$ cat src/logic/isp_cfg.svh
// Offsets, field positions, reset values and timing counts of the serial audio port
`ifndef ISP_CFG_SVH
`define ISP_CFG_SVH
`define ISP_A_CTRL   8'h00
`define ISP_A_PRESC  8'h04
`define ISP_A_DATA   8'h08
`define ISP_A_STAT   8'h0C
`define ISP_A_MASK   8'h10
`define ISP_C_EN     0
`define ISP_C_MST    1
`define ISP_C_TX     2
`define ISP_C_CPOL   3
`define ISP_C_FMT    5:4
`define ISP_C_DLEN   7:6
`define ISP_C_CH32   8
`define ISP_C_PSHORT 9
`define ISP_C_MCKOE  10
`define ISP_C_DMATX  11
`define ISP_C_DMARX  12
`define ISP_S_UDR    0
`define ISP_S_OVR    1
`define ISP_CTRL_RST 13'h0000
`define ISP_DIV_RST  8'h00
`define ISP_PCM_LONG 6'h0D
`define ISP_MCK_R16  3'h7
`define ISP_MCK_R32  3'h3
`endif

$ cat src/logic/isp_pkg.sv
// Types of the serial audio port
package isp_pkg;
  typedef enum logic [1:0] {
    FMT_I2S   = 2'b00,
    FMT_LEFT  = 2'b01,
    FMT_RIGHT = 2'b10,
    FMT_PCM   = 2'b11
  } isp_fmt_t;

  typedef struct packed {
    logic [12:0] ctrl;
    logic [7:0]  div;
    logic [1:0]  mask;
    logic [1:0]  status;
    logic [15:0] txBuf;
    logic        txFull;
    logic [15:0] rxBuf;
    logic        rxFull;
    logic [15:0] sh;
    logic [5:0]  pos;
    logic [7:0]  pcnt;
    logic [2:0]  rcnt;
    logic        mck;
    logic        q;
    logic        prevWs;
    logic        prevSck;
    logic [2:0]  y1;
    logic [2:0]  y2;
    logic [2:0]  y3;
    logic [2:0]  fl;
    logic        sckOut;
    logic        sckOe;
    logic        wsOut;
    logic        wsOe;
    logic        sdOut;
    logic        sdOe;
    logic        mckOut;
    logic        irq;
    logic        dmaTx;
    logic        dmaRx;
    logic [15:0] rdata;
  } isp_state_t;
endpackage

$ cat src/logic/isp_port.sv
// Serial audio port: register slave, clock generation, framing and shift engine
//
// The register offsets and the address-and-strobe port were left to the implementer.
`timescale 1ns/10ps
`include "isp_cfg.svh"
module isp_port
  import isp_pkg::*;
(
  input  wire logic        clk,
  input  wire logic        rstn,
  input  wire logic [7:0]  addr,
  input  wire logic [15:0] wdata,
  input  wire logic        wr,
  input  wire logic        rd,
  output logic      [15:0] rdata,
  input  wire logic        sckIn,
  output logic             sckOut,
  output logic             sckOe,
  input  wire logic        wsIn,
  output logic             wsOut,
  output logic             wsOe,
  input  wire logic        sdIn,
  output logic             sdOut,
  output logic             sdOe,
  output logic             mckOut,
  output logic             irq,
  output logic             dmaTxReq,
  output logic             dmaRxReq
);
  logic       rstS1;
  logic       rstSync;
  isp_state_t st;
  isp_state_t n;
  isp_fmt_t   fmt;
  logic       active;
  logic       master;
  logic       txm;
  logic       cpol;
  logic       wide;
  logic [5:0] lastPos;
  logic [5:0] slotLen;
  logic [5:0] dlenBits;
  logic [5:0] off;
  logic [5:0] nextPos;
  logic [5:0] np1;
  logic [5:0] evPos;
  logic [5:0] sp;
  logic [5:0] d;
  logic [5:0] start;
  logic [2:0] need;
  logic [15:0] newSh;
  logic       tick;
  logic       bckTgl;
  logic       shiftEv;
  logic       sampleEv;
  logic       valid;
  logic       loadNow;
  logic       pushNow;
  logic       udr;
  logic       ovf;
  logic       rdData;

  // Reset release through two flops; assertion stays asynchronous
  always_ff @(posedge clk or negedge rstn) begin
    if (!rstn) begin
      rstS1   <= 1'b0;
      rstSync <= 1'b0;
    end else begin
      rstS1   <= 1'b1;
      rstSync <= rstS1;
    end
  end

  // Next-state logic for the whole port
  always_comb begin
    n        = st;
    fmt      = isp_fmt_t'(st.ctrl[`ISP_C_FMT]);
    active   = st.ctrl[`ISP_C_EN];
    master   = st.ctrl[`ISP_C_MST];
    txm      = st.ctrl[`ISP_C_TX];
    cpol     = st.ctrl[`ISP_C_CPOL];
    // 24/32-bit samples cannot fit a 16-bit slot, so they force 32
    wide     = st.ctrl[`ISP_C_CH32] || (st.ctrl[`ISP_C_DLEN] != 2'b00);
    slotLen  = wide ? 6'h20 : 6'h10;
    lastPos  = (fmt == FMT_PCM) ? (slotLen - 6'h01) : (wide ? 6'h3F : 6'h1F);
    unique case (st.ctrl[`ISP_C_DLEN])
      2'b00:   dlenBits = 6'h10;
      2'b01:   dlenBits = 6'h18;
      default: dlenBits = 6'h20;
    endcase
    off      = (fmt == FMT_RIGHT) ? (slotLen - dlenBits) : 6'h00;
    rdData   = rd && (addr == `ISP_A_DATA);
    tick     = 1'b0;
    bckTgl   = 1'b0;
    shiftEv  = 1'b0;
    sampleEv = 1'b0;
    loadNow  = 1'b0;
    pushNow  = 1'b0;
    udr      = 1'b0;
    ovf      = 1'b0;
    need     = 3'h0;
    newSh    = 16'h0000;
    start    = 6'h00;
    // Pin synchronisers; a change counts once stages two and three agree
    n.y1     = {sckIn, wsIn, sdIn};
    n.y2     = st.y1;
    n.y3     = st.y2;
    n.fl     = (st.y2 & st.y3) | (st.fl & (st.y2 ^ st.y3));
    n.prevSck = st.fl[2];
    // Prescaler, master clock and bit clock
    tick     = active && master && (st.pcnt == st.div);
    n.pcnt   = (tick || !(active && master)) ? 8'h00 : st.pcnt + 8'h01;
    if (st.ctrl[`ISP_C_MCKOE]) begin
      need = wide ? `ISP_MCK_R32 : `ISP_MCK_R16;
    end
    bckTgl   = tick && (st.rcnt == need);
    if (tick) begin
      n.mck  = ~st.mck;
      n.rcnt = bckTgl ? 3'h0 : st.rcnt + 3'h1;
    end
    // Edges: shift on the falling, sample on the rising of the clock seen through the polarity
    if (master) begin
      if (bckTgl) begin
        n.q      = ~st.q;
        shiftEv  = st.q;
        sampleEv = !st.q;
      end
    end else if (active && (st.fl[2] != st.prevSck)) begin
      shiftEv  = st.prevSck ^ cpol;
      sampleEv = !(st.prevSck ^ cpol);
    end
    nextPos  = (st.pos == lastPos) ? 6'h00 : st.pos + 6'h01;
    np1      = (nextPos == lastPos) ? 6'h00 : nextPos + 6'h01;
    evPos    = shiftEv ? nextPos : st.pos;
    // Slave frame alignment from word select, taken on sample edges
    if (sampleEv && !master) begin
      n.prevWs = st.fl[1];
      if ((fmt == FMT_PCM) ? (st.fl[1] && !st.prevWs) : (st.fl[1] != st.prevWs)) begin
        start = (fmt != FMT_PCM && st.fl[1]) ? slotLen : 6'h00;
        if (fmt == FMT_I2S || (fmt == FMT_PCM && st.ctrl[`ISP_C_PSHORT])) begin
          evPos = (start == 6'h00) ? lastPos : start - 6'h01;
        end else begin
          evPos = start;
        end
        n.pos = evPos;
      end
    end
    sp       = wide ? {1'b0, evPos[4:0]} : {2'b00, evPos[3:0]};
    d        = sp - off;
    valid    = (sp >= off) && (d < dlenBits);
    // Transmit: a fresh half-word at data bits 0 and 16, then shift out MSB first
    if (shiftEv) begin
      n.pos = nextPos;
      if (txm && valid) begin
        if (d == 6'h00 || d == 6'h10) begin
          loadNow = 1'b1;
          if (st.txFull) begin
            n.sdOut  = st.txBuf[15];
            n.sh     = {st.txBuf[14:0], 1'b0};
            n.txFull = 1'b0;
          end else begin
            udr     = 1'b1;
            n.sdOut = 1'b0;
            n.sh    = 16'h0000;
          end
        end else begin
          n.sdOut = st.sh[15];
          n.sh    = {st.sh[14:0], 1'b0};
        end
      end else begin
        n.sdOut = 1'b0;                                              // Padding bits
      end
      if (master) begin
        unique case (fmt)
          FMT_I2S:   n.wsOut = wide ? np1[5] : np1[4];
          FMT_PCM:   n.wsOut = st.ctrl[`ISP_C_PSHORT] ? (nextPos == lastPos) :
                               (nextPos < `ISP_PCM_LONG);
          default:   n.wsOut = wide ? nextPos[5] : nextPos[4];
        endcase
      end
    end
    // Receive: shift in MSB first, hand over each completed half-word
    if (sampleEv && !txm && valid) begin
      newSh = {st.sh[14:0], st.fl[0]};
      n.sh  = newSh;
      if (d == 6'h0F || d == 6'h1F || d == dlenBits - 6'h01) begin
        pushNow = 1'b1;
        if (st.rxFull && !rdData) begin
          ovf = 1'b1;
        end else begin
          n.rxBuf  = (d == 6'h17) ? {newSh[7:0], 8'h00} : newSh;
          n.rxFull = 1'b1;
        end
      end
    end
    // Disabled port parks the clock at its idle level and rewinds the frame
    if (!active) begin
      n.q    = 1'b0;
      n.mck  = 1'b0;
      n.rcnt = 3'h0;
      n.pos  = lastPos;
      n.wsOut = 1'b0;
      n.sdOut = 1'b0;
    end
    // Register writes; a data write after a load this cycle still marks full
    if (wr) begin
      unique case (addr)
        `ISP_A_CTRL:  n.ctrl   = wdata[12:0];
        `ISP_A_PRESC: n.div    = wdata[7:0];
        `ISP_A_DATA: begin
          n.txBuf  = wdata;
          n.txFull = 1'b1;
        end
        `ISP_A_MASK:  n.mask   = wdata[1:0];
        default: ;
      endcase
    end
    // Sticky flags: a new event wins over a write-one clear
    n.status = (st.status & ~((wr && addr == `ISP_A_STAT) ? wdata[1:0] : 2'b00)) |
               {ovf, udr};
    if (rdData && !pushNow) begin
      n.rxFull = 1'b0;
    end
    // Read data stands for the one cycle after the strobe
    n.rdata = 16'h0000;
    if (rd) begin
      unique case (addr)
        `ISP_A_CTRL:  n.rdata = {3'h0, st.ctrl};
        `ISP_A_PRESC: n.rdata = {8'h00, st.div};
        `ISP_A_DATA:  n.rdata = st.rxBuf;
        `ISP_A_STAT:  n.rdata = {11'h000, st.wsOut | st.fl[1], st.rxFull, st.txFull, st.status};
        `ISP_A_MASK:  n.rdata = {14'h0000, st.mask};
        default:      n.rdata = 16'h0000;
      endcase
    end
    // Registered pins: master drives clock and word select, direction picks data drive
    n.sckOut = (n.q & n.ctrl[`ISP_C_EN] & n.ctrl[`ISP_C_MST]) ^ n.ctrl[`ISP_C_CPOL];
    n.sckOe  = n.ctrl[`ISP_C_EN] && n.ctrl[`ISP_C_MST];
    n.wsOe   = n.sckOe;
    n.sdOe   = n.ctrl[`ISP_C_EN] && n.ctrl[`ISP_C_TX];
    n.mckOut = n.mck && n.ctrl[`ISP_C_MCKOE] && n.sckOe;
    n.irq    = |(n.status & n.mask);
    n.dmaTx  = n.ctrl[`ISP_C_DMATX] && n.sdOe && !n.txFull;
    n.dmaRx  = n.ctrl[`ISP_C_DMARX] && n.rxFull;
  end

  // State register
  always_ff @(posedge clk or negedge rstSync) begin
    if (!rstSync) begin
      st      <= '0;
      st.ctrl <= `ISP_CTRL_RST;
      st.div  <= `ISP_DIV_RST;
    end else begin
      st <= n;
    end
  end

  assign rdata    = st.rdata;
  assign sckOut   = st.sckOut;
  assign sckOe    = st.sckOe;
  assign wsOut    = st.wsOut;
  assign wsOe     = st.wsOe;
  assign sdOut    = st.sdOut;
  assign sdOe     = st.sdOe;
  assign mckOut   = st.mckOut;
  assign irq      = st.irq;
  assign dmaTxReq = st.dmaTx;
  assign dmaRxReq = st.dmaRx;
endmodule

$ cat config.mk
export PLATFORM = sky130hd
export DESIGN_NAME = isp_port
export DESIGN_NICKNAME = d
export VERILOG_FILES = /design/src/logic/isp_pkg.sv /design/src/logic/isp_port.sv
export VERILOG_INCLUDE_DIRS = /design/src /design/src/logic
export SDC_FILE = /design/constraint.sdc
export NUM_CORES = 1
export LEC_CHECK = 0
export ABC_CLOCK_PERIOD_IN_PS = 6200
export BUFFER_PORTS_ARGS = -buffer_cell sky130_fd_sc_hd__buf_2
export CAP_MARGIN = 5
export CORE_MARGIN = 10
export CORE_UTILIZATION = 55
export DETAILED_ROUTE_END_ITERATION = 8
export PLACE_DENSITY = 0.79
export SLEW_MARGIN = 30
export SYNTH_ARGS = -nofsm -noshare
export SYNTH_HDL_FRONTEND = slang
export SYNTH_SLANG_ARGS = --single-unit
$ cat constraint.sdc
create_clock -name clk -period 6.2 [get_ports clk]
set_clock_uncertainty 0.05 [all_clocks]
set_input_delay 1.55 -clock clk [delete_from_list [all_inputs] [get_ports clk]]
set_output_delay 1.55 -clock clk [all_outputs]
set_load 0.01 [all_outputs]
Yosys cells after proc, flatten, opt, wreduce, memory -nomap -nowiden. Cells that the tools add are included.

Register bits: 135. Bits in latches: 0. RAM bits: 0. Bits in read-only memories: 0. Memories kept: 0.

$add $sub $neg: 9. Multiply operators: 0. Div/mod/pow operators: 0. Order comparisons: 3. Equality and inequality tests: 24. Shift operators: 0. Muxes and demuxes: 74. Bitwise gates (word level): 16. Reductions and logical operators: 54.

Operators with widths (count): $mux W16 (5); $pmux W16 S5 (1); $mux W6 (12); $mux W1 (37); $mux W5 (5); $logic_and A1 B1 Y1 (23); $mux W23 (1); $mux W22 (1); $eq A6 B5 Y1 const B (3); $eq A6 B6 Y1 (3); $sub A6 B1 Y6 const B (3); $mux W17 (1); $eq A8 B4 Y1 const B (2); $mux W8 (2); $mux W13 (1); $add A6 B1 Y6 const B (2); $logic_not A6 Y1 (2); $pmux W6 S2 (1); $reduce_and A2 Y1 (6); $logic_not A1 Y1 (9); $mux W3 (3); $add A8 B1 Y8 const B (1); $eq A8 B3 Y1 const B (1); $eq A8 B5 Y1 const B (1); 34 further kinds (54).

Logic depth before layout (Yosys ltp).
Depth after elaboration: 22. Depth in mapped cells: 28.

Least setup slack after synthesis. No wires, ideal clock.

Kind: register to register. Start: register st[128] (netlist bit). End: register st[90] (netlist bit). Library setup time: 125 ps. Arrival: 5318 ps. Required time: 6025 ps. Setup slack: 707 ps. Stages on the path, launching flop included: 27. Clock period less this slack: 5493 ps. Cell sequence: dfrtp_1 buf_6 nor3_2 xnor2_1 a41oi_1 nor2_1 ha_1 and2_1 clkbuf_1 nor2_1 clkbuf_1 nand2_1 a21oi_1 nor2_1 nor2_1 inv_1 fa_1 xnor2_1 ha_1 a221oi_1 o21a_1 a41o_1 and2_1 buf_6 nand4_4 buf_6 mux2_4.

Cells in the longest elaborated chain, start to end: 17. Elaborated cells on any way between the ends: 46. Classes of those cells: add/sub: 5; order compare: 2; eq/ne: 7; mux: 20; reduce/logical: 12.

RTL lines: from (decl) (RTL line isp_port.sv:32) `isp_state_t st;`; from (signal assigned) (RTL line isp_port.sv:254) `st <= n;`; parallel branches: the longest is 17 deep, another holds $sub A6 B1 Y6.

Parallel ways; which one is timed is not known. A chain may end at the register's enable or synchronous reset.

==> results.sh <==
export IMPL_gr_total_overflow=0
export IMPL_start_kind="flop"
export IMPL_floorplan_die_width_microns=132
export IMPL_clkTransAtPathRegs_ps=60
export IMPL_synth_edf_count=0
export IMPL_yosysMostFrequentCell="dfrtp_1"
export IMPL_end_kind="flop"
export IMPL_combinational_family_with_the_most_area_after_synthesis="simple AND/OR/NAND/NOR gates"
export IMPL_place_gp_congestion=0.888
export IMPL_crit_fanout=17
export IMPL_totalWireLength_microns=17300
export IMPL_grt_pass1_wl_microns=27800
export IMPL_slew_violations=0
export IMPL_number_of_global_route_vias_before_repair=5229
export IMPL_route_detailed_vias_per_inst=5.90
export IMPL_clock_tree_from_tritoncts="built"
export IMPL_layout_drive_gt1_share_pct=22.8
export IMPL_leakage_component_of_the_power_nw=3.87
export IMPL_fp_dieH_microns=132
export IMPL_result_of_the_run="completed"
export IMPL_synthesis_area_per_instance_sq_um=10.1
export IMPL_grt_start_max_net_pins=92
export IMPL_post_synth_fa_ha_maj_area_fraction_pct=3.72
export IMPL_detailed_place_hpwl_microns=12400
export IMPL_synth_cells_most_frequent="135 x dfrtp_1, 99 x nand2_1, 50 x mux2_2"
export IMPL_synth_ff_latch_count=135
export IMPL_hold_path_class="flop to async pin"
export IMPL_total_count_of_hold_check_failures_in_the_final_report=0
export IMPL_power_density_nw_per_um2=264
export IMPL_place_inst=865
export IMPL_critPathKind="flop to flop"
export IMPL_cp_common_cell="ha_1"
export IMPL_critical_path_top_delay_family="simple AND/OR/NAND/NOR gates"
export IMPL_grt_setup_unrepaired="false"
export IMPL_cts_hold_repair_buffers=0
export IMPL_stdcell_area_sq_um=7810
export IMPL_power_internal_mw=1.55
export IMPL_antenna_diode_count=0
export IMPL_crit_arrival_ps=5900
export IMPL_synth_ff_type="dfrtp_1"
export IMPL_route_antenna_remaining_nets=0
export IMPL_cp_slowest_stage_delay_ps=440
export IMPL_cells_after_synth=684
export IMPL_nets=772
export IMPL_min_period_over_period_pct=90.9
export IMPL_yosys_mux_area_fraction_pct=11.9
export IMPL_htree_num_levels=4
export IMPL_drt_initial_drc_count=362
export IMPL_yosys_area_share_simple_pct=15.0
export IMPL_critical_path_cell_list="xor2_1 -> nor4_1 -> nand2_1 -> inv_1 -> nand3_1 -> nor2_1 -> ha_1 -> and2_1 -> or2_4 -> nand2_1 -> o21ai_0 -> o21ai_0 -> ha_1 -> fa_1 -> xnor2_1 -> ha_1 -> a221oi_2 -> o21a_1 -> a41o_1 -> and2_1 -> buf_4 -> nand3_1 -> o31ai_1"
export IMPL_wire_per_inst_microns=19.2
export IMPL_placedInstanceArea_sq_um=7210
export IMPL_setup_slack_ps=563
export IMPL_setup_viol_count_final=0
export IMPL_die_area_sq_um=17500
export IMPL_i_o_pins=57
export IMPL_critical_path_startpoint="st[46]"
export IMPL_cap_violations=0
export IMPL_synth_net_count=735
export IMPL_drt_pass1_iterations=7
export IMPL_required_ps=6470
export IMPL_timing_setup_tns_ps=0
export IMPL_post_route_min_period_ps=5640
export IMPL_drcViolationCount=0
export IMPL_async_set_or_reset_flop_fraction_in_the_synthesized_netlist_pct=100
export IMPL_cts_sink_count=135
export IMPL_combinationalPowerShare_pct=8.3
export IMPL_vias=5319
export IMPL_sequential_element_share_of_the_synthesized_area_pct=48.7
export IMPL_detailedPlace_worstSlack_ps=387
export IMPL_yosysWarningCount=0
export IMPL_cp_slowest_cell="dfrtp_1"
export IMPL_worstPathBufferInverterCount=2
export IMPL_cts_inserted_buffers=17
export IMPL_initial_core_util_pct=57.0
export IMPL_std_cell_rows=40
export IMPL_vdd_drop_max_mv=0.262
export IMPL_netlist_area_pre_place_sq_um=6940
export IMPL_timing_slew_headroom_pct=40.2
export IMPL_total_switching_power_mw=0.513
export IMPL_synth_area_top_cells="dfrtp_1 49%, mux2_2 8.1%, nand2_1 5.4%, ha_1 3.4%, o21ai_0 3.1%"
export IMPL_grt_antenna_before_repair=0
export IMPL_globalRouteTotalUtil_pct=19.8
export IMPL_clockPowerShare_pct=46.0
export IMPL_number_of_buffers_inserted_by_port_buffering=56
export IMPL_tightestPinTransition_ps=894
export IMPL_core_sq_um=12200
export IMPL_timing_fmax_mhz=177
export IMPL_area_growth_synth_to_final_pct=12.7
export IMPL_fin_cells=902
export IMPL_power_share_sequential_pct=45.7
export IMPL_post_synth_num_cell_types=65
export IMPL_synth_top_cell_area_share_pct=48.7
export IMPL_cts_root_buf="clkbuf_16"
export IMPL_synth_largest_area_cell="dfrtp_1"
export IMPL_worstSkewPairLatency_ps=420
export IMPL_power_switching_fraction_pct=24.8
export IMPL_timing_rr_start="st[46]"
export IMPL_clk_path_buf_depth=2
export IMPL_xor_xnor_share_of_the_synthesized_area_pct=3.16
export IMPL_synth_compound_gate_area_share_pct=12.1
## power by group through the flow
stage	sequential [mW]	combinational, mW	clock (mW)
global placement	0.957	0.160	0
detailed placement	0.959	0.167	0
global route	0.948	0.190	1.00
finish	0.944	0.172	0.949
floorplan	0.954	0.111	0
CTS	0.943	0.168	0.963
## cell type report
cell class / count / area (sq um)
fill: 940 / 4350
sequential: 135 / 3380
multi-input combinational: 474 / 3200
clock buffer: 21 / 460
timing repair buffer: 67 / 367
tap: 168 / 210
clock inverter: 11 / 98.8
inverter: 26 / 97.6
## routing by layer
metal / GRT usage, % / vias to the layer above / share of wire [%]
li1: - / 2446 / -
met1: 26.6 / 2628 / 43
met2: 29.1 / 218 / 45
met3: 7.55 / 27 / 10
met4: 5.68 / 0 / 1.5
met5: 0 / - / 0
## state kept, by name, indices dropped and copies added, names as in the netlist
name,count
st,96
rdata,16
n,7
fmt,2
active,1
cpol,1
dmaRxReq,1
dmaTxReq,1
irq,1
master,1
mckOut,1
rstS1,1
rstSync,1
sckOut,1
sdOe,1
sdOut,1
wsOe,1
wsOut,1
## final timing paths
kind	slack, ps	cells after the start	end
min in group clk	300	0	n[31]
max in group asynchronous	4650	1	n[33]
max reg2reg	560	23	irq
min	270	0	st[29]
min reg2reg	270	0	st[29]
max	560	23	irq
## per-stage QoR
stage	hold WS [ps]	total power, mW	utilization, %
6_report	265	2.06	64.2
5_1_grt	305	2.14	64.2
3_5_place_dp	286	1.13	59.2
3_3_place_gp	279	1.12	59.2
2_1_floorplan	281	1.06	-
4_1_cts	289	2.08	63.8
## logic make-up (layout without fill, tap and decap cells)
kind of cell,Yosys count,in the layout
AO/OA/AOI/OAI,132,132
XOR/XNOR,25,25
adder cells (fa/ha/maj),20,20
buffers and inverters,75,125
flip-flops,135,135
multiplexers,72,72
other,1,1
AND/OR/NAND/NOR,224,224
## repair_timing
item | 4_1_cts | 5_1_grt
buffers inserted | 0 | 5
resized for setup | 0 | 3
setup endpoints to repair | 0 | 35
hold endpoints to repair | 0 | 0
## worst reg2reg max path, stage by stage, from the launching register on
cell and delay, ps:
dfrtp_1 440, xor2_1 190, nor4_1 290, nand2_1 110, inv_1 80, nand3_1 140, nor2_1 200, ha_1 180
and2_1 280, or2_4 240, nand2_1 60, o21ai_0 130, o21ai_0 130, ha_1 290, fa_1 380, xnor2_1 390
ha_1 330, a221oi_2 310, o21a_1 200, a41o_1 190, and2_1 230, buf_4 250, nand3_1 180, o31ai_1 260
## placed cells by master, fill, tap and decap left out, drive strengths merged, types with 3 or more instances in the layout
cell type,instances
nor4,4
o21ai,43
clkinv,5
clkbuf,21
nor2,47
a21oi,34
nand4,5
nor3,5
dfrtp,135
nand3,27
mux2,53
o31ai,3
clkinvlp,3
and3,11
xnor2,8
mux2i,17
a21o,6
and2,7
or2,3
xor2,17
nand2,99
inv,28
o211ai,5
nor2b,4
buf,67
o22ai,16
ha,19
Power figures use the tool's default switching activity.
